===== src/cdt_consts.svh =====
// Purpose: named constants of the opcode decode and state accounting block
// Assumes: included by bare name from package and modules
// Notes: bit positions refer to the first 16-bit instruction word
`ifndef CDT_CONSTS_SVH
`define CDT_CONSTS_SVH

// ----------------------------------------
// Instruction word fields
// ----------------------------------------
`define CDT_WORD_W 16
`define CDT_OPC_MSB 15
`define CDT_OPC_LSB 8
`define CDT_HI_MSB 15
`define CDT_HI_LSB 12
`define CDT_LO_MSB 11
`define CDT_LO_LSB 8
`define CDT_GRP_BIT 7

// ----------------------------------------
// Opcode nibbles
// ----------------------------------------
`define CDT_NIB_0 4'h0
`define CDT_NIB_1 4'h1
`define CDT_NIB_4 4'h4
`define CDT_NIB_5 4'h5
`define CDT_NIB_6 4'h6
`define CDT_NIB_7 4'h7
`define CDT_NIB_9 4'h9
`define CDT_OPC_NOP 8'h00
`define CDT_OPC_ORC 8'h04
`define CDT_OPC_AND_TO_CONDITION_CODE 8'h06
`define CDT_OPC_ADDW 8'h09
`define CDT_OPC_SHIFT_LEFT_LOGICAL 8'h10
`define CDT_OPC_ORR 8'h14
`define CDT_OPC_MULU 8'h50
`define CDT_OPC_RTS 8'h54
`define CDT_OPC_BAND 8'h76
`define CDT_HI_BRANCH 4'h4

// ----------------------------------------
// Cycle counts and state costs
// ----------------------------------------
`define CDT_CNT_W 3
`define CDT_ST_W 8
`define CDT_CNT_0 3'h0
`define CDT_CNT_1 3'h1
`define CDT_CNT_2 3'h2
`define CDT_COST_W 2
`define CDT_COST_MEM 2'h2
`define CDT_COST_PER_FAST 2'h2
`define CDT_COST_PER_SLOW 2'h3
`define CDT_COST_INT 2'h1

`endif


===== src/cdt_pkg.sv =====
// Purpose: types of the opcode decode and state accounting block
// Assumes: cdt_consts.svh
// Notes: none
`include "cdt_consts.svh"

package cdt_pkg;

   // ----------------------------------------
   // Decoded operations
   // ----------------------------------------
   typedef enum logic [4:0] {
      CDT_OP_UNDEF,
      CDT_OP_NO_OPERATION,
      CDT_OP_SHIFT_LEFT_LOGICAL,
      CDT_OP_BRANCH_ALWAYS,
      CDT_OP_BRANCH_COND,
      CDT_OP_UNSIGNED_MULTIPLY,
      CDT_OP_OR_TO_CONDITION_CODE,
      CDT_OP_AND_TO_CONDITION_CODE,
      CDT_OP_OR_REG,
      CDT_OP_RETURN_FROM_SUBROUTINE,
      CDT_OP_ADD_WORD_REG,
      CDT_OP_BIT_AND_CARRY,
      CDT_OP_ADD_IMM,
      CDT_OP_ADD_WITH_CARRY_IMM,
      CDT_OP_COMPARE_VALUES_IMM,
      CDT_OP_SUBTRACT_WITH_BORROW_IMM,
      CDT_OP_OR_IMM,
      CDT_OP_XOR_IMM,
      CDT_OP_AND_IMM,
      CDT_OP_MOVE_DATA_IMM
   } cdt_op_t;

   // ----------------------------------------
   // Counts of the six cycle types
   // ----------------------------------------
   typedef struct packed {
      logic [`CDT_CNT_W-1:0] fetch;
      logic [`CDT_CNT_W-1:0] br_read;
      logic [`CDT_CNT_W-1:0] stack;
      logic [`CDT_CNT_W-1:0] byte_acc;
      logic [`CDT_CNT_W-1:0] word_acc;
      logic [`CDT_CNT_W-1:0] internal;
   } cdt_cnt_t;

   // ----------------------------------------
   // State cost of each cycle type
   // ----------------------------------------
   typedef struct packed {
      logic [`CDT_COST_W-1:0] fetch;
      logic [`CDT_COST_W-1:0] br_read;
      logic [`CDT_COST_W-1:0] stack;
      logic [`CDT_COST_W-1:0] byte_acc;
      logic [`CDT_COST_W-1:0] word_acc;
      logic [`CDT_COST_W-1:0] internal;
   } cdt_cost_t;

endpackage


===== src/cdt_cost_if.sv =====
// Purpose: carrier between decoder and state accumulator
// Assumes: cdt_pkg
// Notes: single clock
`timescale 1ns/100ps
`include "cdt_consts.svh"

interface cdt_cost_if;
   import cdt_pkg::*;
   logic valid;
   cdt_cnt_t cnt;
   cdt_cost_t cost;
   logic [`CDT_ST_W-1:0] states;
   logic states_valid;

   modport dec (output valid, output cnt, output cost, input states, input states_valid);
   modport acc (input valid, input cnt, input cost, output states, output states_valid);
endinterface


===== src/cdt_state_acc.sv =====
// Purpose: weighted sum of cycle counts into execution states
// Assumes: cdt_pkg, cdt_cost_if
// Notes: result registered one edge after the counts
`timescale 1ns/100ps
`include "cdt_consts.svh"

module cdt_state_acc (
   // Clock and reset
   input wire logic clk,
   input wire logic arst_n,
   // Carrier
   cdt_cost_if.acc cif
);
   import cdt_pkg::*;

   // ----------------------------------------
   // Product of one count and one cost
   // ----------------------------------------
   function automatic logic [`CDT_ST_W-1:0] cdt_mul(input logic [`CDT_CNT_W-1:0] n,
                                                  input logic [`CDT_COST_W-1:0] s);
      cdt_mul = `CDT_ST_W'(n) * `CDT_ST_W'(s);
   endfunction

   logic [`CDT_ST_W-1:0] states_r;
   logic [`CDT_ST_W-1:0] states_nxt;
   logic valid_r;

   // Sum over the six cycle types [RL7]
   assign states_nxt = cdt_mul(cif.cnt.fetch, cif.cost.fetch)
                     + cdt_mul(cif.cnt.br_read, cif.cost.br_read)
                     + cdt_mul(cif.cnt.stack, cif.cost.stack)
                     + cdt_mul(cif.cnt.byte_acc, cif.cost.byte_acc)
                     + cdt_mul(cif.cnt.word_acc, cif.cost.word_acc)
                     + cdt_mul(cif.cnt.internal, cif.cost.internal);

   always_ff @(posedge clk or negedge arst_n) begin
      if (!arst_n) begin
         states_r <= '0;
         valid_r <= 1'b0;
      end else begin
         states_r <= cif.valid ? states_nxt : '0;
         valid_r <= cif.valid;
      end
   end

   assign cif.states = states_r;
   assign cif.states_valid = valid_r;
endmodule


===== src/cdt_decoder.sv =====
// Purpose: opcode decode and execution state count of one instruction
// Assumes: cdt_pkg, cdt_cost_if, cdt_state_acc
// Notes: all outputs settle one edge after instr_valid
//
// Notes on behaviour
// RL1: The operation is taken from bits 15 to 8 of the first instruction word.
// RL2: Split opcodes pick one of two groups by bit 7 of the first instruction word.
// RL3: Low nibble 0 gives no_operation, shift_left_logical, branch_always, unsigned_multiply for high 0, 1, 4, 5.
// RL4: Low nibble 4 gives or_to_condition_code, register OR, branch_carry_clear, return for high 0, 1, 4, 5.
// RL5: High nibbles 8 to F are byte immediate add, add_with_carry, compare, subtract_with_borrow, OR, XOR, AND, move.
// RL6: Stack store and load share the move_data encodings and have none of their own.
// RL7: Execution states are the sum over six cycle types of count times cost.
// RL8: Fetch, branch address read and stack operation on on-chip memory cost 2 states each.
// RL9: A byte access to a peripheral module costs 2 or 3 states depending on the module.
// RL10: Every short branch with 8-bit displacement uses exactly 2 fetches and nothing else.
// RL11: Bit and-carry takes 2 fetches and 1 byte access on a memory operand, 1 fetch on a register.
// RL12: Register word add uses a single fetch and nothing else.
// RL13: AND of an immediate into condition_code_reg uses a single fetch and nothing else.
// RL14: Internal operation costs 1 state and blank opcode cells decode as undefined.
`timescale 1ns/100ps
`include "cdt_consts.svh"

module cdt_decoder (
   // Clock and reset
   input wire logic clk,
   input wire logic arst_n,
   // Instruction in
   input wire logic instr_valid,
   input wire logic [`CDT_WORD_W-1:0] instr_word,
   input wire logic bit_mem_form,
   // Access location
   input wire logic data_in_periph,
   input wire logic periph_slow,
   // Decode out
   output logic dec_valid,
   output cdt_pkg::cdt_op_t dec_op,
   output logic dec_group,
   output logic [3:0] dec_cond,
   output logic dec_undef,
   output cdt_pkg::cdt_cnt_t dec_cnt,
   // States out
   output logic [`CDT_ST_W-1:0] exec_states,
   output logic exec_valid
);
   import cdt_pkg::*;

   // ----------------------------------------
   // Count record from two figures, fetch and byte access
   // ----------------------------------------
   function automatic cdt_cnt_t cdt_mk(input logic [`CDT_CNT_W-1:0] i,
                                       input logic [`CDT_CNT_W-1:0] l);
      cdt_mk = '0;
      cdt_mk.fetch = i;
      cdt_mk.byte_acc = l;
   endfunction

   // ----------------------------------------
   // Defined cell test
   // ----------------------------------------
   function automatic logic cdt_defined(input cdt_op_t op);
      cdt_defined = (op != CDT_OP_UNDEF);
   endfunction

   // ----------------------------------------
   // Field extraction
   // ----------------------------------------
   logic [7:0] opc;
   logic [3:0] hi;
   logic [3:0] lo;
   logic grp;

   assign opc = instr_word[`CDT_OPC_MSB:`CDT_OPC_LSB]; // [RL1]
   assign hi = instr_word[`CDT_HI_MSB:`CDT_HI_LSB];
   assign lo = instr_word[`CDT_LO_MSB:`CDT_LO_LSB];
   assign grp = instr_word[`CDT_GRP_BIT]; // [RL2]

   // ----------------------------------------
   // Cell matches
   // ----------------------------------------
   wire is_nop = (opc == `CDT_OPC_NOP);
   wire is_shift_left_logical = (opc == `CDT_OPC_SHIFT_LEFT_LOGICAL);
   wire is_mulu = (opc == `CDT_OPC_MULU);
   wire is_orc = (opc == `CDT_OPC_ORC);
   wire is_and_to_condition_code = (opc == `CDT_OPC_AND_TO_CONDITION_CODE);
   wire is_orr = (opc == `CDT_OPC_ORR);
   wire is_rts = (opc == `CDT_OPC_RTS);
   wire is_addw = (opc == `CDT_OPC_ADDW);
   wire is_band = (opc == `CDT_OPC_BAND);
   wire is_branch = (hi == `CDT_HI_BRANCH);
   wire is_bra = is_branch && (lo == `CDT_NIB_0);
   wire is_imm = hi[3];

   // ----------------------------------------
   // Operation select
   // ----------------------------------------
   cdt_op_t op_sel;
   cdt_op_t imm_op;
   cdt_op_t bit_op;

   // Byte immediate row, high nibble 8 to F [RL5]
   always_comb begin
      case (hi[2:0])
         3'h0: imm_op = CDT_OP_ADD_IMM;
         3'h1: imm_op = CDT_OP_ADD_WITH_CARRY_IMM;
         3'h2: imm_op = CDT_OP_COMPARE_VALUES_IMM;
         3'h3: imm_op = CDT_OP_SUBTRACT_WITH_BORROW_IMM;
         3'h4: imm_op = CDT_OP_OR_IMM;
         3'h5: imm_op = CDT_OP_XOR_IMM;
         3'h6: imm_op = CDT_OP_AND_IMM;
         3'h7: imm_op = CDT_OP_MOVE_DATA_IMM; // [RL6]
         default: imm_op = CDT_OP_UNDEF;
      endcase
   end

   // Split cell, bit 7 clear selects bit and-carry, set decodes as undefined
   assign bit_op = grp ? CDT_OP_UNDEF : CDT_OP_BIT_AND_CARRY; // [RL2]

   always_comb begin
      op_sel = CDT_OP_UNDEF; // [RL14]
      if (is_imm) begin
         op_sel = imm_op;
      end else if (is_nop) begin
         op_sel = CDT_OP_NO_OPERATION; // [RL3]
      end else if (is_shift_left_logical) begin
         op_sel = CDT_OP_SHIFT_LEFT_LOGICAL; // [RL3]
      end else if (is_bra) begin
         op_sel = CDT_OP_BRANCH_ALWAYS; // [RL3]
      end else if (is_branch) begin
         op_sel = CDT_OP_BRANCH_COND; // [RL4]
      end else if (is_mulu) begin
         op_sel = CDT_OP_UNSIGNED_MULTIPLY; // [RL3]
      end else if (is_orc) begin
         op_sel = CDT_OP_OR_TO_CONDITION_CODE; // [RL4]
      end else if (is_orr) begin
         op_sel = CDT_OP_OR_REG; // [RL4]
      end else if (is_rts) begin
         op_sel = CDT_OP_RETURN_FROM_SUBROUTINE; // [RL4]
      end else if (is_and_to_condition_code) begin
         op_sel = CDT_OP_AND_TO_CONDITION_CODE;
      end else if (is_addw) begin
         op_sel = CDT_OP_ADD_WORD_REG;
      end else if (is_band) begin
         op_sel = bit_op;
      end
   end

   // ----------------------------------------
   // Cycle counts per operation
   // ----------------------------------------
   cdt_cnt_t cnt_sel;

   always_comb begin
      case (op_sel)
         CDT_OP_BRANCH_ALWAYS,
         CDT_OP_BRANCH_COND: begin
            cnt_sel = cdt_mk(`CDT_CNT_2, `CDT_CNT_0); // [RL10]
         end
         CDT_OP_BIT_AND_CARRY: begin
            cnt_sel = bit_mem_form ? cdt_mk(`CDT_CNT_2, `CDT_CNT_1)
                                   : cdt_mk(`CDT_CNT_1, `CDT_CNT_0); // [RL11]
         end
         CDT_OP_ADD_WORD_REG: begin
            cnt_sel = cdt_mk(`CDT_CNT_1, `CDT_CNT_0); // [RL12]
         end
         CDT_OP_AND_TO_CONDITION_CODE: begin
            cnt_sel = cdt_mk(`CDT_CNT_1, `CDT_CNT_0); // [RL13]
         end
         CDT_OP_NO_OPERATION,
         CDT_OP_SHIFT_LEFT_LOGICAL,
         CDT_OP_OR_TO_CONDITION_CODE,
         CDT_OP_OR_REG,
         CDT_OP_ADD_IMM,
         CDT_OP_ADD_WITH_CARRY_IMM,
         CDT_OP_COMPARE_VALUES_IMM,
         CDT_OP_SUBTRACT_WITH_BORROW_IMM,
         CDT_OP_OR_IMM,
         CDT_OP_XOR_IMM,
         CDT_OP_AND_IMM,
         CDT_OP_MOVE_DATA_IMM: begin
            cnt_sel = cdt_mk(`CDT_CNT_1, `CDT_CNT_0);
         end
         CDT_OP_UNDEF: begin
            cnt_sel = '0; // [RL14]
         end
         default: begin
            cnt_sel = '0;
         end
      endcase
   end

   // ----------------------------------------
   // State costs by access location
   // ----------------------------------------
   cdt_cost_t cost_sel;
   logic [`CDT_COST_W-1:0] byte_cost;

   // Peripheral byte access 2 or 3 by module [RL9]
   assign byte_cost = !data_in_periph ? `CDT_COST_MEM
                    : (periph_slow ? `CDT_COST_PER_SLOW : `CDT_COST_PER_FAST);

   assign cost_sel.fetch = `CDT_COST_MEM; // [RL8]
   assign cost_sel.br_read = `CDT_COST_MEM; // [RL8]
   assign cost_sel.stack = `CDT_COST_MEM; // [RL8]
   assign cost_sel.byte_acc = byte_cost;
   assign cost_sel.word_acc = `CDT_COST_MEM;
   assign cost_sel.internal = `CDT_COST_INT; // [RL14]

   // ----------------------------------------
   // State accumulator
   // ----------------------------------------
   cdt_cost_if cif ();

   assign cif.valid = instr_valid && cdt_defined(op_sel); // [RL14]
   assign cif.cnt = cnt_sel;
   assign cif.cost = cost_sel;

   cdt_state_acc u_acc (
      .clk(clk),
      .arst_n(arst_n),
      .cif(cif.acc)
   ); // [RL7]

   // ----------------------------------------
   // Output registers
   // ----------------------------------------
   logic valid_r;
   cdt_op_t op_r;
   logic group_r;
   logic [3:0] cond_r;
   logic undef_r;
   cdt_cnt_t cnt_r;
   cdt_op_t op_nxt;
   logic group_nxt;
   logic [3:0] cond_nxt;
   logic undef_nxt;
   cdt_cnt_t cnt_nxt;

   // Idle cycles clear every field
   assign op_nxt = instr_valid ? op_sel : CDT_OP_UNDEF;
   assign group_nxt = instr_valid && grp; // [RL2]
   assign cond_nxt = instr_valid ? lo : 4'h0;
   assign undef_nxt = instr_valid && !cdt_defined(op_sel); // [RL14]
   assign cnt_nxt = instr_valid ? cnt_sel : '0;

   always_ff @(posedge clk or negedge arst_n) begin
      if (!arst_n) begin
         valid_r <= 1'b0;
      end else begin
         valid_r <= instr_valid;
      end
   end

   always_ff @(posedge clk or negedge arst_n) begin
      if (!arst_n) begin
         op_r <= CDT_OP_UNDEF;
      end else begin
         op_r <= op_nxt;
      end
   end

   always_ff @(posedge clk or negedge arst_n) begin
      if (!arst_n) begin
         group_r <= 1'b0;
      end else begin
         group_r <= group_nxt;
      end
   end

   always_ff @(posedge clk or negedge arst_n) begin
      if (!arst_n) begin
         cond_r <= 4'h0;
      end else begin
         cond_r <= cond_nxt;
      end
   end

   always_ff @(posedge clk or negedge arst_n) begin
      if (!arst_n) begin
         undef_r <= 1'b0;
      end else begin
         undef_r <= undef_nxt;
      end
   end

   always_ff @(posedge clk or negedge arst_n) begin
      if (!arst_n) begin
         cnt_r <= '0;
      end else begin
         cnt_r <= cnt_nxt;
      end
   end

   assign dec_valid = valid_r;
   assign dec_op = op_r;
   assign dec_group = group_r;
   assign dec_cond = cond_r;
   assign dec_undef = undef_r;
   assign dec_cnt = cnt_r;
   assign exec_states = cif.states;
   assign exec_valid = cif.states_valid;
endmodule


===== config.mk =====
export PLATFORM = sky130hd
export DESIGN_NAME = cdt_decoder
export DESIGN_NICKNAME = d
export VERILOG_FILES = /design/src/cdt_pkg.sv /design/src/cdt_cost_if.sv /design/src/cdt_state_acc.sv /design/src/cdt_decoder.sv
export VERILOG_INCLUDE_DIRS = /design/src
export SDC_FILE = /design/constraint.sdc
export NUM_CORES = 1
export LEC_CHECK = 0
export BUFFER_PORTS_ARGS = -buffer_cell sky130_fd_sc_hd__clkbuf_2
export CAP_MARGIN = 10
export CORE_MARGIN = 3
export CORE_UTILIZATION = 45
export CTS_BUF_LIST = sky130_fd_sc_hd__clkbuf_2
export DETAILED_ROUTE_END_ITERATION = 10
export HOLD_SLACK_MARGIN = 0.03
export PLACE_DENSITY = 0.78
export SYNTH_ARGS = -nofsm -noshare
export SYNTH_HDL_FRONTEND = slang
export SYNTH_SLANG_ARGS = --single-unit

===== constraint.sdc =====
create_clock -name clk -period 0.8 [get_ports clk]
set_clock_uncertainty 0.05 [all_clocks]
set_input_delay 0.08 -clock clk [delete_from_list [all_inputs] [get_ports clk]]
set_output_delay 0.08 -clock clk [all_outputs]
set_load 0.1 [all_outputs]

**Yosys cells after proc, flatten, opt, wreduce, memory -nomap -nowiden**

Memories as Yosys holds them, arrays and structs flattened.
Cells that the tools add are included.

- Input bits: 22
- Logic and storage cells: 77
- Register bits after elaboration: 39
- Memories: 1
- Output and inout bits: 39
- ROM bits: 40

- Multiply operators: 1
- Equal/unequal tests: 26
- Add/subtract/negate cells: 5
- Reduce and logical (&&, ||, !) cells: 10
- Multiplexer cells: 21

Memory list:

| name | words | width | rd ports | clocked after memory_dff | wr ports | RTL line | RTL |
|---|---|---|---|---|---|---|---|
| (name not given) | 8 | 5 | 1 | 0 | 0 | cdt_decoder.sv:102 | `case (hi[2:0])` |

Operators with widths:

| kind | count |
|---|---|
| case mux 17 bit (3 select lines) | 1 |
| two-way mux 4 bit | 11 |
| == test 5 x 4 -> 1 bit (second input constant) | 7 |
| == test 8 x 7 -> 1 bit (second input constant) | 3 |
| == test 5 bit (second input constant) | 4 |
| two-way mux 5 bit | 4 |
| two-way mux 18 bit | 1 |
| two-way mux 17 bit | 1 |
| adder 8 x 4 -> 8 bit | 2 |
| == test 8 x 3 -> 1 bit (second input constant) | 2 |
| == test 8 x 5 -> 1 bit (second input constant) | 2 |
| == test 5 x 3 -> 1 bit (second input constant) | 3 |
| OR reduction 14 bit | 1 |
| == test 5 x 2 -> 1 bit (second input constant) | 2 |
| adder 8 x 3 -> 8 bit | 1 |
| adder 8 x 5 -> 8 bit | 1 |
| == test 8 x 4 -> 1 bit (second input constant) | 1 |
| zero test 8 bit | 1 |
| two-way mux 8 bit | 1 |
| adder 3 x 4 -> 5 bit | 1 |
| == test 5 x 1 -> 1 bit (second input constant) | 1 |
| multiplier 3 x 2 -> 5 bit | 1 |
| nonzero test 5 bit | 1 |
| == test 4 x 3 -> 1 bit (second input constant) | 1 |
| 5 further kinds | 9 |

**Depth between registers and ports, before layout**

Gate-level depths: netlist (run 1).

- Depth after elaboration: 22
- Mapped depth: 9
- Mapped depth without buffers: 8

**By module**

Synthesis (run 1) repeated with hierarchy kept, for this count alone.

- Cells, all modules: 250
- Area, all modules: 2363.5 um^2

By module, submodules not included:

| module | area an instance (um^2) | times used | sequential area each (um^2) | cells each |
|---|---|---|---|---|
| cdt_state_acc | 1363.8 | 1 | 225.2 | 138 |
| cdt_decoder | 999.7 | 1 | 375.4 | 112 |

**Least setup slack after synthesis (run 1)**

Ideal clock, no wire load.

- Path type: input -> register
- From: input instr_word[12]
- To: register u_acc.states_r[2] (netlist: u_acc.cif.states[2])
- Stages on the path: 9
- Buffers on the path: 1
- Required time: 0.630 ns
- Arrival: 1.805 ns
- Setup time: 0.120 ns
- Slack: -1.175 ns
- Cell sequence: buf_2 -> or3_1 -> a211oi_2 -> o31a_1 -> a21o_2 -> nand3_1 -> ha_1 -> ha_1 -> and2_2

- Cells in the longest elaborated chain, start to end: 22
- Elaborated cells between the ends (all ways): 53
- Classes of those cells: add/sub: 5; mul: 1; eq/ne: 26; mux: 14; reduce/logical: 6; memory: 1

RTL lines:

| item | RTL line | RTL |
|---|---|---|
| from (decl) | cdt_decoder.sv:29 | `` input wire logic [`CDT_WORD_W-1:0] instr_word, `` |
| == test 8 x 7 -> 1 bit (no line) | - |  |
| two-way mux 4 bit | cdt_decoder.sv:142 | `end else if (is_band) begin` |
| two-way mux 4 bit | cdt_decoder.sv:140 | `end else if (is_addw) begin` |
| two-way mux 4 bit | cdt_decoder.sv:138 | `end else if (is_and_to_condition_code) begin` |
| two-way mux 4 bit | cdt_decoder.sv:136 | `end else if (is_rts) begin` |
| two-way mux 4 bit | cdt_decoder.sv:134 | `end else if (is_orr) begin` |
| two-way mux 4 bit | cdt_decoder.sv:132 | `end else if (is_orc) begin` |
| two-way mux 4 bit | cdt_decoder.sv:130 | `end else if (is_mulu) begin` |
| [... 6 more ...] | - |  |
| OR reduction 14 bit (no line) / OR reduction 2 bit (equally long branches) | - |  |
| case mux 17 bit (3 select lines) | cdt_decoder.sv:153 | `case (op_sel)` |
| adder 3 x 4 -> 5 bit | cdt_state_acc.sv:30 | `+ cdt_mul(cif.cnt.br_read, cif.cost.br_read)` |
| adder 8 x 4 -> 8 bit | cdt_state_acc.sv:31 | `+ cdt_mul(cif.cnt.stack, cif.cost.stack)` |
| adder 8 x 5 -> 8 bit | cdt_state_acc.sv:32 | `+ cdt_mul(cif.cnt.byte_acc, cif.cost.byte_acc)` |
| adder 8 x 4 -> 8 bit | cdt_state_acc.sv:33 | `+ cdt_mul(cif.cnt.word_acc, cif.cost.word_acc)` |
| adder 8 x 3 -> 8 bit | cdt_state_acc.sv:34 | `+ cdt_mul(cif.cnt.internal, cif.cost.internal);` |
| two-way mux 8 bit * | cdt_state_acc.sv:41 | `states_r <= cif.valid ? states_nxt : '0;` |
| to (signal assigned) | cdt_state_acc.sv:41 |  |
| to (decl) | cdt_state_acc.sv:24 | `` logic [`CDT_ST_W-1:0] states_r; `` |

Every way passes the cells marked *; elsewhere a longest branch is shown, timed or not.

**Worst setup path after layout (run 1)**

- From: input instr_word[11]
- To: register u_acc.states_r[2] (netlist: u_acc.cif.states[2])

- Cells in the longest elaborated chain, start to end: 22
- Elaborated cells between the ends (all ways): 52
- Classes of those cells: add/sub: 5; mul: 1; eq/ne: 25; mux: 14; reduce/logical: 7

RTL lines:

| item | RTL line |
|---|---|
| == test 8 x 7 -> 1 bit (no line) | - |
| two-way mux 4 bit | cdt_decoder.sv:142 |
| two-way mux 4 bit | cdt_decoder.sv:140 |
| two-way mux 4 bit | cdt_decoder.sv:138 |
| two-way mux 4 bit | cdt_decoder.sv:136 |
| two-way mux 4 bit | cdt_decoder.sv:134 |
| two-way mux 4 bit | cdt_decoder.sv:132 |
| two-way mux 4 bit | cdt_decoder.sv:130 |
| [... 6 more ...] | - |
| OR reduction 14 bit (no line) / OR reduction 2 bit (equally long branches) | - |
| case mux 17 bit (3 select lines) | cdt_decoder.sv:153 |
| adder 3 x 4 -> 5 bit | cdt_state_acc.sv:30 |
| adder 8 x 4 -> 8 bit | cdt_state_acc.sv:31 |
| adder 8 x 5 -> 8 bit | cdt_state_acc.sv:32 |
| adder 8 x 4 -> 8 bit | cdt_state_acc.sv:33 |
| adder 8 x 3 -> 8 bit | cdt_state_acc.sv:34 |
| two-way mux 8 bit * | cdt_state_acc.sv:41 |

Marked as above.

==> results.py, run 1 <==
metrics = {
    "synth": {
        "synth.top_cell.area_share_pct": 45.2,
        "synth-seq-area-share_pct": 45.2,
        "synth_area_sq_mm": 0.00111,
        "synth.largest_area_cell": "dfrtp_1",
        "synth_top_cells_by_area": "dfrtp_1 (45%), buf_4 (13%), and2_1 (2.8%), nor2_1 (2.7%), a211oi_2 (2.3%)",
        "syn_area_per_cell_sq_um": 10.5,
        "synth-seq-cells": 20,
        "synthCells": 105,
        "ys_warn_count": 0,
        "synth_cell_types": 40,
    },
    "power_and_ir_drop": {
        "static-leakage-power_nw": 1.03,
        "pwr-share-seq_pct": 36.2,
        "p_per_area_mw_per_mm2": 1380,
        "power_frac_comb_pct": 49.7,
        "clockPowerShare_pct": 14.1,
        "peakVddDrop_v": 0.00103,
        "switching_share_pct": 45.7,
        "p_int_mw": 1.66,
        "p_sw_mw": 1.39,
    },
    "cells_and_area": {
        "num-fill-cells": 34,
        "utilization_pct": 97.4,
        "final_common_cell": "buf_4",
        "finalNetCount": 211,
        "drive_above_1_share_pct": 69.9,
        "area_growth_pct": 100,
        "most-common-layout-cells": "buf_4 (24), buf_12 (21), conb_1 (19), dfrtp_2 (19), buf_6 (14)",
        "instances_no_fill": 214,
        "n_antenna_cell": 0,
    },
    "floorplan": {
        "core_sq_mm": 0.00228,
        "start_util_pct": 48.7,
        "die_h_microns": 55.6,
        "num_io_pins": 61,
        "rows": 17,
        "die_x_microns": 55.6,
        "die_area_sq_mm": 0.00309,
    },
    "global_routing": {
        "grt_pass1_vias": 1178,
        "grt_pass1_wl_microns": 6390,
        "overflow": 0,
        "antenna_found_initial": 0,
        "grt_max_degree": 21,
        "gr-usage-all-layers_pct": 27.6,
    },
    "setup_path": {
        "critPathMaxFanout": 4,
        "worstSetupStartpointType": "input pin",
        "crit_arrival_ns": 2.02,
        "critPathRequiredTime_ns": 1.00,
        "crit_type": "input pin to flop",
        "crit_path_end_kind": "flop",
    },
    "routing": {
        "via_per_inst": 5.76,
        "via_count": 1233,
        "drc": 0,
        "wl_microns": 5140,
        "first_pass_iters": 6,
        "antenna_left": 0,
        "drtIter0Drc": 64,
        "wl_per_cell_microns": 24.0,
    },
    "sta": {
        "fmax_mhz": 552,
        "setup_ws_ns": -1.01,
        "min_period_ns": 1.81,
        "setup_viol_count_final": 34,
        "rsz0062_at_grt": "yes",
        "maxSlewViolCount": 0,
        "finalCritPeriodShare_pct": 227,
        "hold_viol": 0,
    },
    "cts": {
        "clk_path_buf_depth": 2,
        "path_clk_slew_ns": 0.19,
        "cts_max_level": 1,
        "cts_tree": "done",
        "cts_made_buffers": 3,
        "clkSinkCount": 20,
        "clockRootBuffer": "clkbuf_2",
    },
    "worst_hold_path": {
        "hold_class": "input pin to flop",
    },
    "status": {
        "status": "finished with violations",
        "violations": "negative setup slack",
    },
    "placement": {
        "dp.cells": 189,
        "place_hpwl_microns": 2190,
        "port_buffers": 34,
        "gp_congestion": 0.951,
    },
    "flow_run": {
        "maxCapViolCount": 0,
    },
}
==> final timing paths <==
path	from	to	slack, ns	cells after the start
worst min-delay path	bit_mem_form	dec_cnt[6]	0.11	4
min in group asynchronous	arst_n	dec_cond[1]	0.21	2
worst max-delay path	instr_word[11]	u_acc.cif.states[2]	-1.01	10
max in group asynchronous	arst_n	u_acc.cif.states[0]	0.15	2
==> registers in the layout (all words and copies together), names as in the netlist <==
signal                  flops
u_acc.cif.states            4
dec_valid                   1
dec_op                      5
dec_group                   1
u_acc.cif.states_valid      1
dec_cnt                     3
dec_cond                    4
dec_undef                   1
==> synth_stat cells (all sizes together) <==
cell type	count
a211o	2
xnor2	1
and4	1
o31a	1
nor3	2
or4bb	1
nand4b	1
a211oi	2
dfrtp	20
o31ai	1
nand4	2
ha	2
nand2	5
nor2	8
or2b	1
and2	8
inv	3
conb	1
nand3	1
o22ai	1
or4	1
buf	21
nand2b	1
o21ai	2
and4bb	1
or3	1
a31oi	2
a21oi	3
a21o	1
a41oi	1
o32ai	1
clkinv	1
nor2b	1
or3b	2
o41ai	2
==> critical path, cell delays in order <==
cell and delay, ns:
buf_8 0.10, buf_6 0.11, or3b_4 0.44, a211oi_4 0.24, o31a_1 0.21, a21o_2 0.17, nand3_2 0.10, ha_4 0.19
ha_4 0.26, and2_4 0.13
==> kinds of logic (layout without fill, tap and decap cells) <==
logic type	count (synthesis)	count (layout)	synth area share, %
AOI/OAI and AO/OA	19	19	15.7
xor gates and xnor gates	1	1	0.791
adders and majority gates	2	2	2.26
buffers and inverters	25	88	15.1
DFF	20	20	45.2
other	1	19	0.339
and+or+nand+nor	37	37	20.6
==> power groups by stage <==
stage,sequential [mW],combinational (mW),clock (mW)
floorplan,1.42,0.613,0
global placement,1.12,1.22,0
finish,1.10,1.52,0.431
global route,1.11,1.54,0.478
detailed placement,1.12,1.24,0
CTS,1.10,1.36,0.404
==> per-stage QoR <==
| stage | worst slack (ns) | power (mW) | hold slack (ns) | setup TNS [ns] | cell area, sq um |
|---|---|---|---|---|---|
| 3_3_place_gp | -1.27 | 2.34 | -0.0121 | -11.00 | 1760 |
| 4_1_cts | -1.02 | 2.86 | 0.0782 | -13.36 | 2060 |
| 3_5_place_dp | -1.39 | 2.36 | -0.00595 | -11.75 | 1760 |
| 5_1_grt | -1.04 | 3.13 | 0.0765 | -15.12 | 2220 |
| 2_1_floorplan | -1.15 | 2.04 | -0.266 | -7.63 | 1230 |
| 6_report | -1.01 | 3.05 | 0.108 | -14.24 | 2220 |
==> layer usage <==
layer  global-route usage, %  share of wire, %
met5                       0                 0
met2                    47.0                49
met4                    14.9               6.1
met1                    32.2                36
met3                    6.03               9.5
==> cell type report <==
cell class              count  area, sq um  area share, %
multi-input cells          78          687           31.0
repair buffers             80          936           42.2
well taps                  28         35.0           1.58
clock buffers               4         20.0          0.903
flip-flops and latches     20          524           23.6
inverters                   4         15.0          0.677
==> repair_timing <==
item | 4_1_cts | 5_1_grt
endpoints found under the hold margin | 25 | 2
hold buffers | 7 | 1
buffers inserted | 10 | 11
gates resized for setup | 28 | 32
pin swaps | 14 | 18
endpoints found under the setup margin | 33 | 33
Power figures use the tool's default switching activity.
==> run 2, diff against run 1 <==
--- a/config.mk
+++ b/config.mk
@@ -6,14 +6,14 @@
 export SDC_FILE = /design/constraint.sdc
 export NUM_CORES = 1
 export LEC_CHECK = 0
-export BUFFER_PORTS_ARGS = -buffer_cell sky130_fd_sc_hd__clkbuf_2
 export CAP_MARGIN = 10
 export CORE_MARGIN = 3
-export CORE_UTILIZATION = 45
+export CORE_UTILIZATION = 60
 export CTS_BUF_LIST = sky130_fd_sc_hd__clkbuf_2
 export DETAILED_ROUTE_END_ITERATION = 10
+export DONT_BUFFER_PORTS = 1
 export HOLD_SLACK_MARGIN = 0.03
-export PLACE_DENSITY = 0.78
+export PLACE_DENSITY = 0.73
 export SYNTH_ARGS = -nofsm -noshare
 export SYNTH_HDL_FRONTEND = slang
 export SYNTH_SLANG_ARGS = --single-unit
==> results.py, run 2 <==
metrics = {
    "status": {
        "stop_error": "[ERROR DPL-0038] Utilization greater than 100%, impossible to legalize",
        "stop_stage": "detailed placement (3_5_place_dp)",
        "status": "stopped before the end",
    },
    "synth": {
        "synthSimpleGateAreaFrac_pct": 20.6,
        "syn_area_per_cell_sq_um": 10.5,
        "yosys_most_used_dff": "dfrtp_1",
        "synth_mux_area_share_pct": 0,
        "ys_warn_count": 0,
        "yosys.cell_count.top_type": "dfrtp_1",
        "synth.largest_area_cell": "dfrtp_1",
        "synth.top_cell.area_share_pct": 45.2,
        "synth_top_family_by_area": "simple AND/OR/NAND/NOR gates",
        "yosys.area_share.adder_pct": 2.26,
        "synthXorXnorAreaFrac_pct": 0.791,
        "synth_area_sq_mm": 0.00111,
        "synth-seq-area-share_pct": 45.2,
        "synthCells": 105,
        "synth-edff-count": 0,
        "synth_cell_types": 40,
        "synth_top_cells_by_area": "dfrtp_1 (45%), buf_4 (13%), and2_1 (2.8%), nor2_1 (2.7%), a211oi_2 (2.3%)",
        "synth_common_cells": "dfrtp_1 (20), buf_4 (19), nor2_1 (8), and2_1 (5), nand2_1 (5)",
        "synth-seq-cells": 20,
        "synth_compound_area_share_pct": 15.7,
        "async_flop_share_pct": 100,
    },
    "placement": {
        "gp_congestion": 0.876,
        "port_buffers": 0,
    },
    "floorplan": {
        "num_io_pins": 61,
        "start_util_pct": 68.7,
        "rows": 14,
        "die_x_microns": 49.0,
        "die_h_microns": 49.0,
    },
}
==> run 2: kinds of logic after synthesis <==
logic type | Yosys count
other | 1
buffers and inverters | 25
AND/OR/NAND/NOR | 37
flip-flops | 20
AO/OA/AOI/OAI | 19
adder cells (fa/ha/maj) | 2
XOR/XNOR | 1
==> run 2: through the flow <==
| step | hold WS, ns | instance area, sq um | setup WS (ns) |
|---|---|---|---|
| floorplan | -0.266 | 1230 | -1.15 |
| global placement | -0.265 | 1630 | -1.15 |
==> run 3, diff against run 2 <==
--- a/config.mk
+++ b/config.mk
@@ -7,13 +7,11 @@
 export NUM_CORES = 1
 export LEC_CHECK = 0
 export CAP_MARGIN = 10
-export CORE_MARGIN = 3
-export CORE_UTILIZATION = 60
-export CTS_BUF_LIST = sky130_fd_sc_hd__clkbuf_2
+export CORE_AREA = 3 3 64 66
 export DETAILED_ROUTE_END_ITERATION = 10
+export DIE_AREA = 0 0 67 69
 export DONT_BUFFER_PORTS = 1
-export HOLD_SLACK_MARGIN = 0.03
-export PLACE_DENSITY = 0.73
+export PLACE_DENSITY_LB_ADDON = 0.15
 export SYNTH_ARGS = -nofsm -noshare
 export SYNTH_HDL_FRONTEND = slang
 export SYNTH_SLANG_ARGS = --single-unit
==> results.py, run 3 (synthesis results as in run 1) <==
metrics = {
    "cts": {
        "cts_tree": "done",
        "hold_buffers": 10,
        "cts_made_buffers": 3,
        "cts_max_level": 1,
        "clk_path_buf_depth": 2,
        "path_clk_slew_ns": 0.06,
        "clkSinkCount": 20,
        "clockRootBuffer": "clkbuf_8",
    },
    "placement": {
        "gp_congestion": 0.727,
        "dp_slack_ns": -1.22,
        "port_buffers": 0,
        "place_hpwl_microns": 1980,
    },
    "worst_hold_path": {
        "hold_class": "input pin to async pin",
    },
    "cells_and_area": {
        "largest_reg_flops": 5,
        "drive_above_1_share_pct": 60.1,
        "area_growth_pct": 80.2,
        "final_common_cell": "buf_12",
        "n_antenna_cell": 0,
        "finalNetCount": 183,
        "most-common-layout-cells": "buf_12 (20), conb_1 (19), dfrtp_2 (19)",
    },
    "sta": {
        "finalCritPeriodShare_pct": 208,
        "fmax_mhz": 602,
        "maxSlewViolCount": 0,
        "worst_pin_slew_ns": 0.858,
        "setup_viol_count_final": 33,
        "slew_headroom_pct": 42.7,
        "rsz0062_at_grt": "yes",
        "min_period_ns": 1.66,
        "setup_ws_ns": -0.861,
        "hold_viol": 20,
        "hold_slack_ns": -0.118,
    },
    "floorplan": {
        "start_util_pct": 30.5,
        "die_h_microns": 69,
        "core_sq_mm": 0.00363,
        "rows": 22,
        "num_io_pins": 61,
        "die_x_microns": 67,
        "die_area_sq_mm": 0.00462,
    },
    "setup_path": {
        "crit_arrival_ns": 1.75,
        "critPathRequiredTime_ns": 0.89,
        "worstSetupStartpointType": "input pin",
        "crit_path_end_kind": "flop",
        "critPathMaxFanout": 6,
        "crit_type": "input pin to flop",
    },
    "global_routing": {
        "antenna_found_initial": 0,
        "grt_pass1_wl_microns": 4220,
        "grt_pass1_vias": 894,
        "grt_max_degree": 21,
        "overflow": 0,
        "gr-usage-all-layers_pct": 11.7,
    },
    "power_and_ir_drop": {
        "switching_share_pct": 40.5,
        "peakVddDrop_v": 0.000608,
        "static-leakage-power_nw": 0.887,
        "power_frac_comb_pct": 41.9,
        "p_sw_mw": 1.20,
        "p_int_mw": 1.77,
        "p_per_area_mw_per_mm2": 1490,
        "clockPowerShare_pct": 21.2,
        "pwr-share-seq_pct": 36.9,
    },
    "status": {
        "violations": "negative hold slack, negative setup slack",
        "status": "finished with violations",
    },
    "routing": {
        "drc": 0,
        "first_pass_iters": 3,
        "wl_per_cell_microns": 12.8,
        "drtIter0Drc": 6,
        "antenna_left": 0,
        "wl_microns": 2650,
        "via_per_inst": 4.45,
        "via_count": 917,
    },
    "flow_run": {
        "maxCapViolCount": 0,
    },
}
==> run 3: area by class of cell <==
| class | count | area [sq um] |
|---|---|---|
| sequential | 20 | 524 |
| fill | 314 | 1640 |
| multi-input combinational | 78 | 662 |
| tap | 48 | 60.1 |
| clock buffer | 4 | 45.0 |
| timing repair buffer | 52 | 689 |
| inverter | 4 | 15.0 |
==> run 3: worst max-delay path by stage <==
stage	slack, ns	from	to	cells after the start
finish	-0.86	instr_word[9]	u_acc.cif.states[2]	8
global route	-0.93	instr_word[9]	u_acc.cif.states[2]	8
CTS	-0.95	instr_word[13]	u_acc.cif.states[2]	8
detailed placement	-1.22	instr_word[9]	u_acc.cif.states[2]	8
global placement	-1.17	instr_word[9]	u_acc.cif.states[2]	8
floorplan	-1.15	instr_word[9]	u_acc.cif.states[2]	8
==> run 3: worst max-delay path, cell delays in order <==
cell	delay (ns)
or4_4	0.56
a211oi_4	0.21
o31a_1	0.17
a21o_2	0.14
nand3_2	0.09
ha_4	0.19
ha_4	0.20
and2_4	0.12
==> run 3: metal layers <==
metal	share of wire [%]	GRT usage, %	vias to the layer above
met5	0	0	-
met4	1.9	6.08	0
met3	6.8	1.79	4
met2	53	19.7	35
met1	38	14.1	440
li1	-	-	438
==> run 3: power groups by stage <==
stage          registers (mW)  logic, mW  clock network [mW]
2_1_floorplan            1.42      0.613                   0
3_3_place_gp             1.12       1.11                   0
3_5_place_dp             1.12       1.12                   0
4_1_cts                  1.10       1.22               0.657
5_1_grt                  1.10       1.29               0.688
6_report                 1.10       1.25               0.631
==> run 3: timing repair <==
action,CTS,global route
resized for setup,20,12
pin swaps,11,15
endpoints found under the setup margin,33,57
buffers inserted,2,5
hold endpoints to repair,31,21
==> run 3: stage by stage <==
stage          util (%)  cells  total power [mW]  area (sq um)  TNS (ns)
2_1_floorplan         -    123              2.04          1230     -7.63
3_3_place_gp       46.1    189              2.23          1670     -9.91
3_5_place_dp       46.1    189              2.24          1670    -10.15
4_1_cts            52.9    203              2.97          1920    -15.47
5_1_grt            54.9    206              3.08          2000    -10.83
6_report           54.9    206              2.98          2000     -9.80
==> run 4, diff against run 3 <==
--- a/config.mk
+++ b/config.mk
@@ -11,6 +11,7 @@
 export DETAILED_ROUTE_END_ITERATION = 10
 export DIE_AREA = 0 0 67 69
 export DONT_BUFFER_PORTS = 1
+export MAX_ROUTING_LAYER = met4
 export PLACE_DENSITY_LB_ADDON = 0.15
 export SYNTH_ARGS = -nofsm -noshare
 export SYNTH_HDL_FRONTEND = slang
==> results.py, run 4 (synthesis results as in run 1) <==
metrics = {
    "cts": {
        "clk_path_buf_depth": 2,
        "hold_buffers": 10,
        "clkSinkCount": 20,
        "cts_tree": "done",
        "cts_max_level": 1,
        "path_clk_slew_ns": 0.07,
        "cts_made_buffers": 3,
        "clockRootBuffer": "clkbuf_8",
    },
    "setup_path": {
        "worstPathCellList": "or4_4 -> a211oi_4 -> o31a_1 -> a21o_2 -> nand3_2 -> ha_4 -> ha_4 -> and2_4",
        "crit_path_frequent_cell": "ha_4",
        "crit_path_end_kind": "flop",
        "crit_arrival_ns": 1.75,
        "worstSetupStartpointType": "input pin",
        "crit_type": "input pin to flop",
        "critPathMaxStageDelay_ns": 0.56,
        "critPathMaxFanout": 6,
        "critPathRequiredTime_ns": 0.90,
        "slowest_stage": "or4_4",
    },
    "cells_and_area": {
        "instances_no_fill": 206,
        "most-common-layout-cells": "buf_12 (20), conb_1 (19), dfrtp_2 (19)",
        "utilization_pct": 54.9,
        "largest_reg_flops": 5,
        "drive_above_1_share_pct": 60.1,
        "final_common_cell": "buf_12",
        "finalNetCount": 183,
        "n_antenna_cell": 0,
        "area_growth_pct": 80.2,
    },
    "routing": {
        "antenna_left": 0,
        "wl_per_cell_microns": 12.9,
        "wl_microns": 2670,
        "drc": 0,
        "drtIter0Drc": 7,
        "via_per_inst": 4.42,
        "via_count": 911,
        "first_pass_iters": 3,
    },
    "power_and_ir_drop": {
        "static-leakage-power_nw": 0.887,
        "p_per_area_mw_per_mm2": 1490,
        "peakVddDrop_v": 0.000608,
    },
    "global_routing": {
        "grt_pass1_wl_microns": 4220,
        "gr-usage-all-layers_pct": 12.1,
        "antenna_found_initial": 0,
        "overflow": 0,
        "grt_max_degree": 21,
        "grt_pass1_vias": 891,
    },
    "floorplan": {
        "die_h_microns": 69,
        "die_x_microns": 67,
        "die_area_sq_mm": 0.00462,
        "core_sq_mm": 0.00363,
        "rows": 22,
        "start_util_pct": 30.5,
        "num_io_pins": 61,
    },
    "status": {
        "status": "finished with violations",
        "violations": "negative hold slack, negative setup slack",
    },
    "sta": {
        "setup_ws_ns": -0.859,
        "setup_viol_count_final": 33,
        "min_period_ns": 1.66,
        "finalCritPeriodShare_pct": 207,
        "slew_headroom_pct": 42.7,
        "hold_slack_ns": -0.121,
        "rsz0062_at_grt": "yes",
        "hold_viol": 20,
        "worst_pin_slew_ns": 0.858,
        "maxSlewViolCount": 0,
        "fmax_mhz": 603,
    },
    "placement": {
        "port_buffers": 0,
        "dp.cells": 189,
        "gp_congestion": 0.736,
        "place_hpwl_microns": 1980,
    },
    "worst_hold_path": {
        "hold_class": "input pin to async pin",
    },
    "flow_run": {
        "maxCapViolCount": 0,
    },
}
==> run 4: cell counts in the layout (fill, tap and decap cells not counted) <==
No cell type changed its count.
==> run 4: layout make-up <==
| cell class | count | area (sq um) |
|---|---|---|
| Clock buffer | 4 | 45.0 |
| Fill cell | 314 | 1640 |
| Inverter | 4 | 15.0 |
| Multi-Input combinational cell | 78 | 662 |
| Sequential cell | 20 | 524 |
| Tap cell | 48 | 60.1 |
| Timing Repair Buffer | 52 | 689 |
==> run 4: timing repair <==
| item | CTS | global route |
|---|---|---|
| setup buffers | 2 | 5 |
| pin swaps | 11 | 15 |
| endpoints found under the setup margin | 33 | 57 |
| endpoints found under the hold margin | 31 | 21 |
| resized for setup | 20 | 12 |
==> run 4: worst max path at each step <==
stage	start	endpoint	slack [ns]	cells after the start
after floorplan	instr_word[9]	u_acc.cif.states[2]	-1.15	8
after global placement	instr_word[9]	u_acc.cif.states[2]	-1.17	8
after detailed placement	instr_word[9]	u_acc.cif.states[2]	-1.22	8
after CTS	instr_word[13]	u_acc.cif.states[2]	-0.95	8
after global routing	instr_word[9]	u_acc.cif.states[2]	-0.93	8
final	instr_word[9]	u_acc.cif.states[2]	-0.86	8
==> run 4: power breakdown <==
part / total (mW) / internal (mW) / switching [mW]
registers: 1.10 / 1.06 / 0.0358
logic: 1.25 / 0.356 / 0.890
clock network: 0.638 / 0.353 / 0.285
total: 2.98 / 1.77 / 1.21
==> run 4: routing by layer <==
metal	vias to the layer above	global-route usage, %	part of all wire (%)
li1	437	-	-
met1	435	14.1	38
met2	35	19.7	53
met3	4	1.79	6.6
met4	0	6.08	1.9
met5	-	-	0
==> run 4: through the flow <==
step	power (mW)	hold WS (ns)	setup slack [ns]	cell area, sq um	TNS (ns)
2_1_floorplan	2.04	-0.266	-1.15	1230	-7.63
3_3_place_gp	2.23	-0.265	-1.17	1670	-9.91
3_5_place_dp	2.24	-0.265	-1.22	1670	-10.15
4_1_cts	2.97	-0.0134	-0.945	1920	-15.47
5_1_grt	3.08	-0.0372	-0.929	2000	-10.83
6_report	2.98	-0.121	-0.859	2000	-9.82
==> run 4: critical path: cells and delay by family <==
| family | cells | cell delay (ns) |
|---|---|---|
| fa+ha+maj | 2 | 0.39 |
| compound gates | 3 | 0.52 |
| simple gates | 3 | 0.77 |
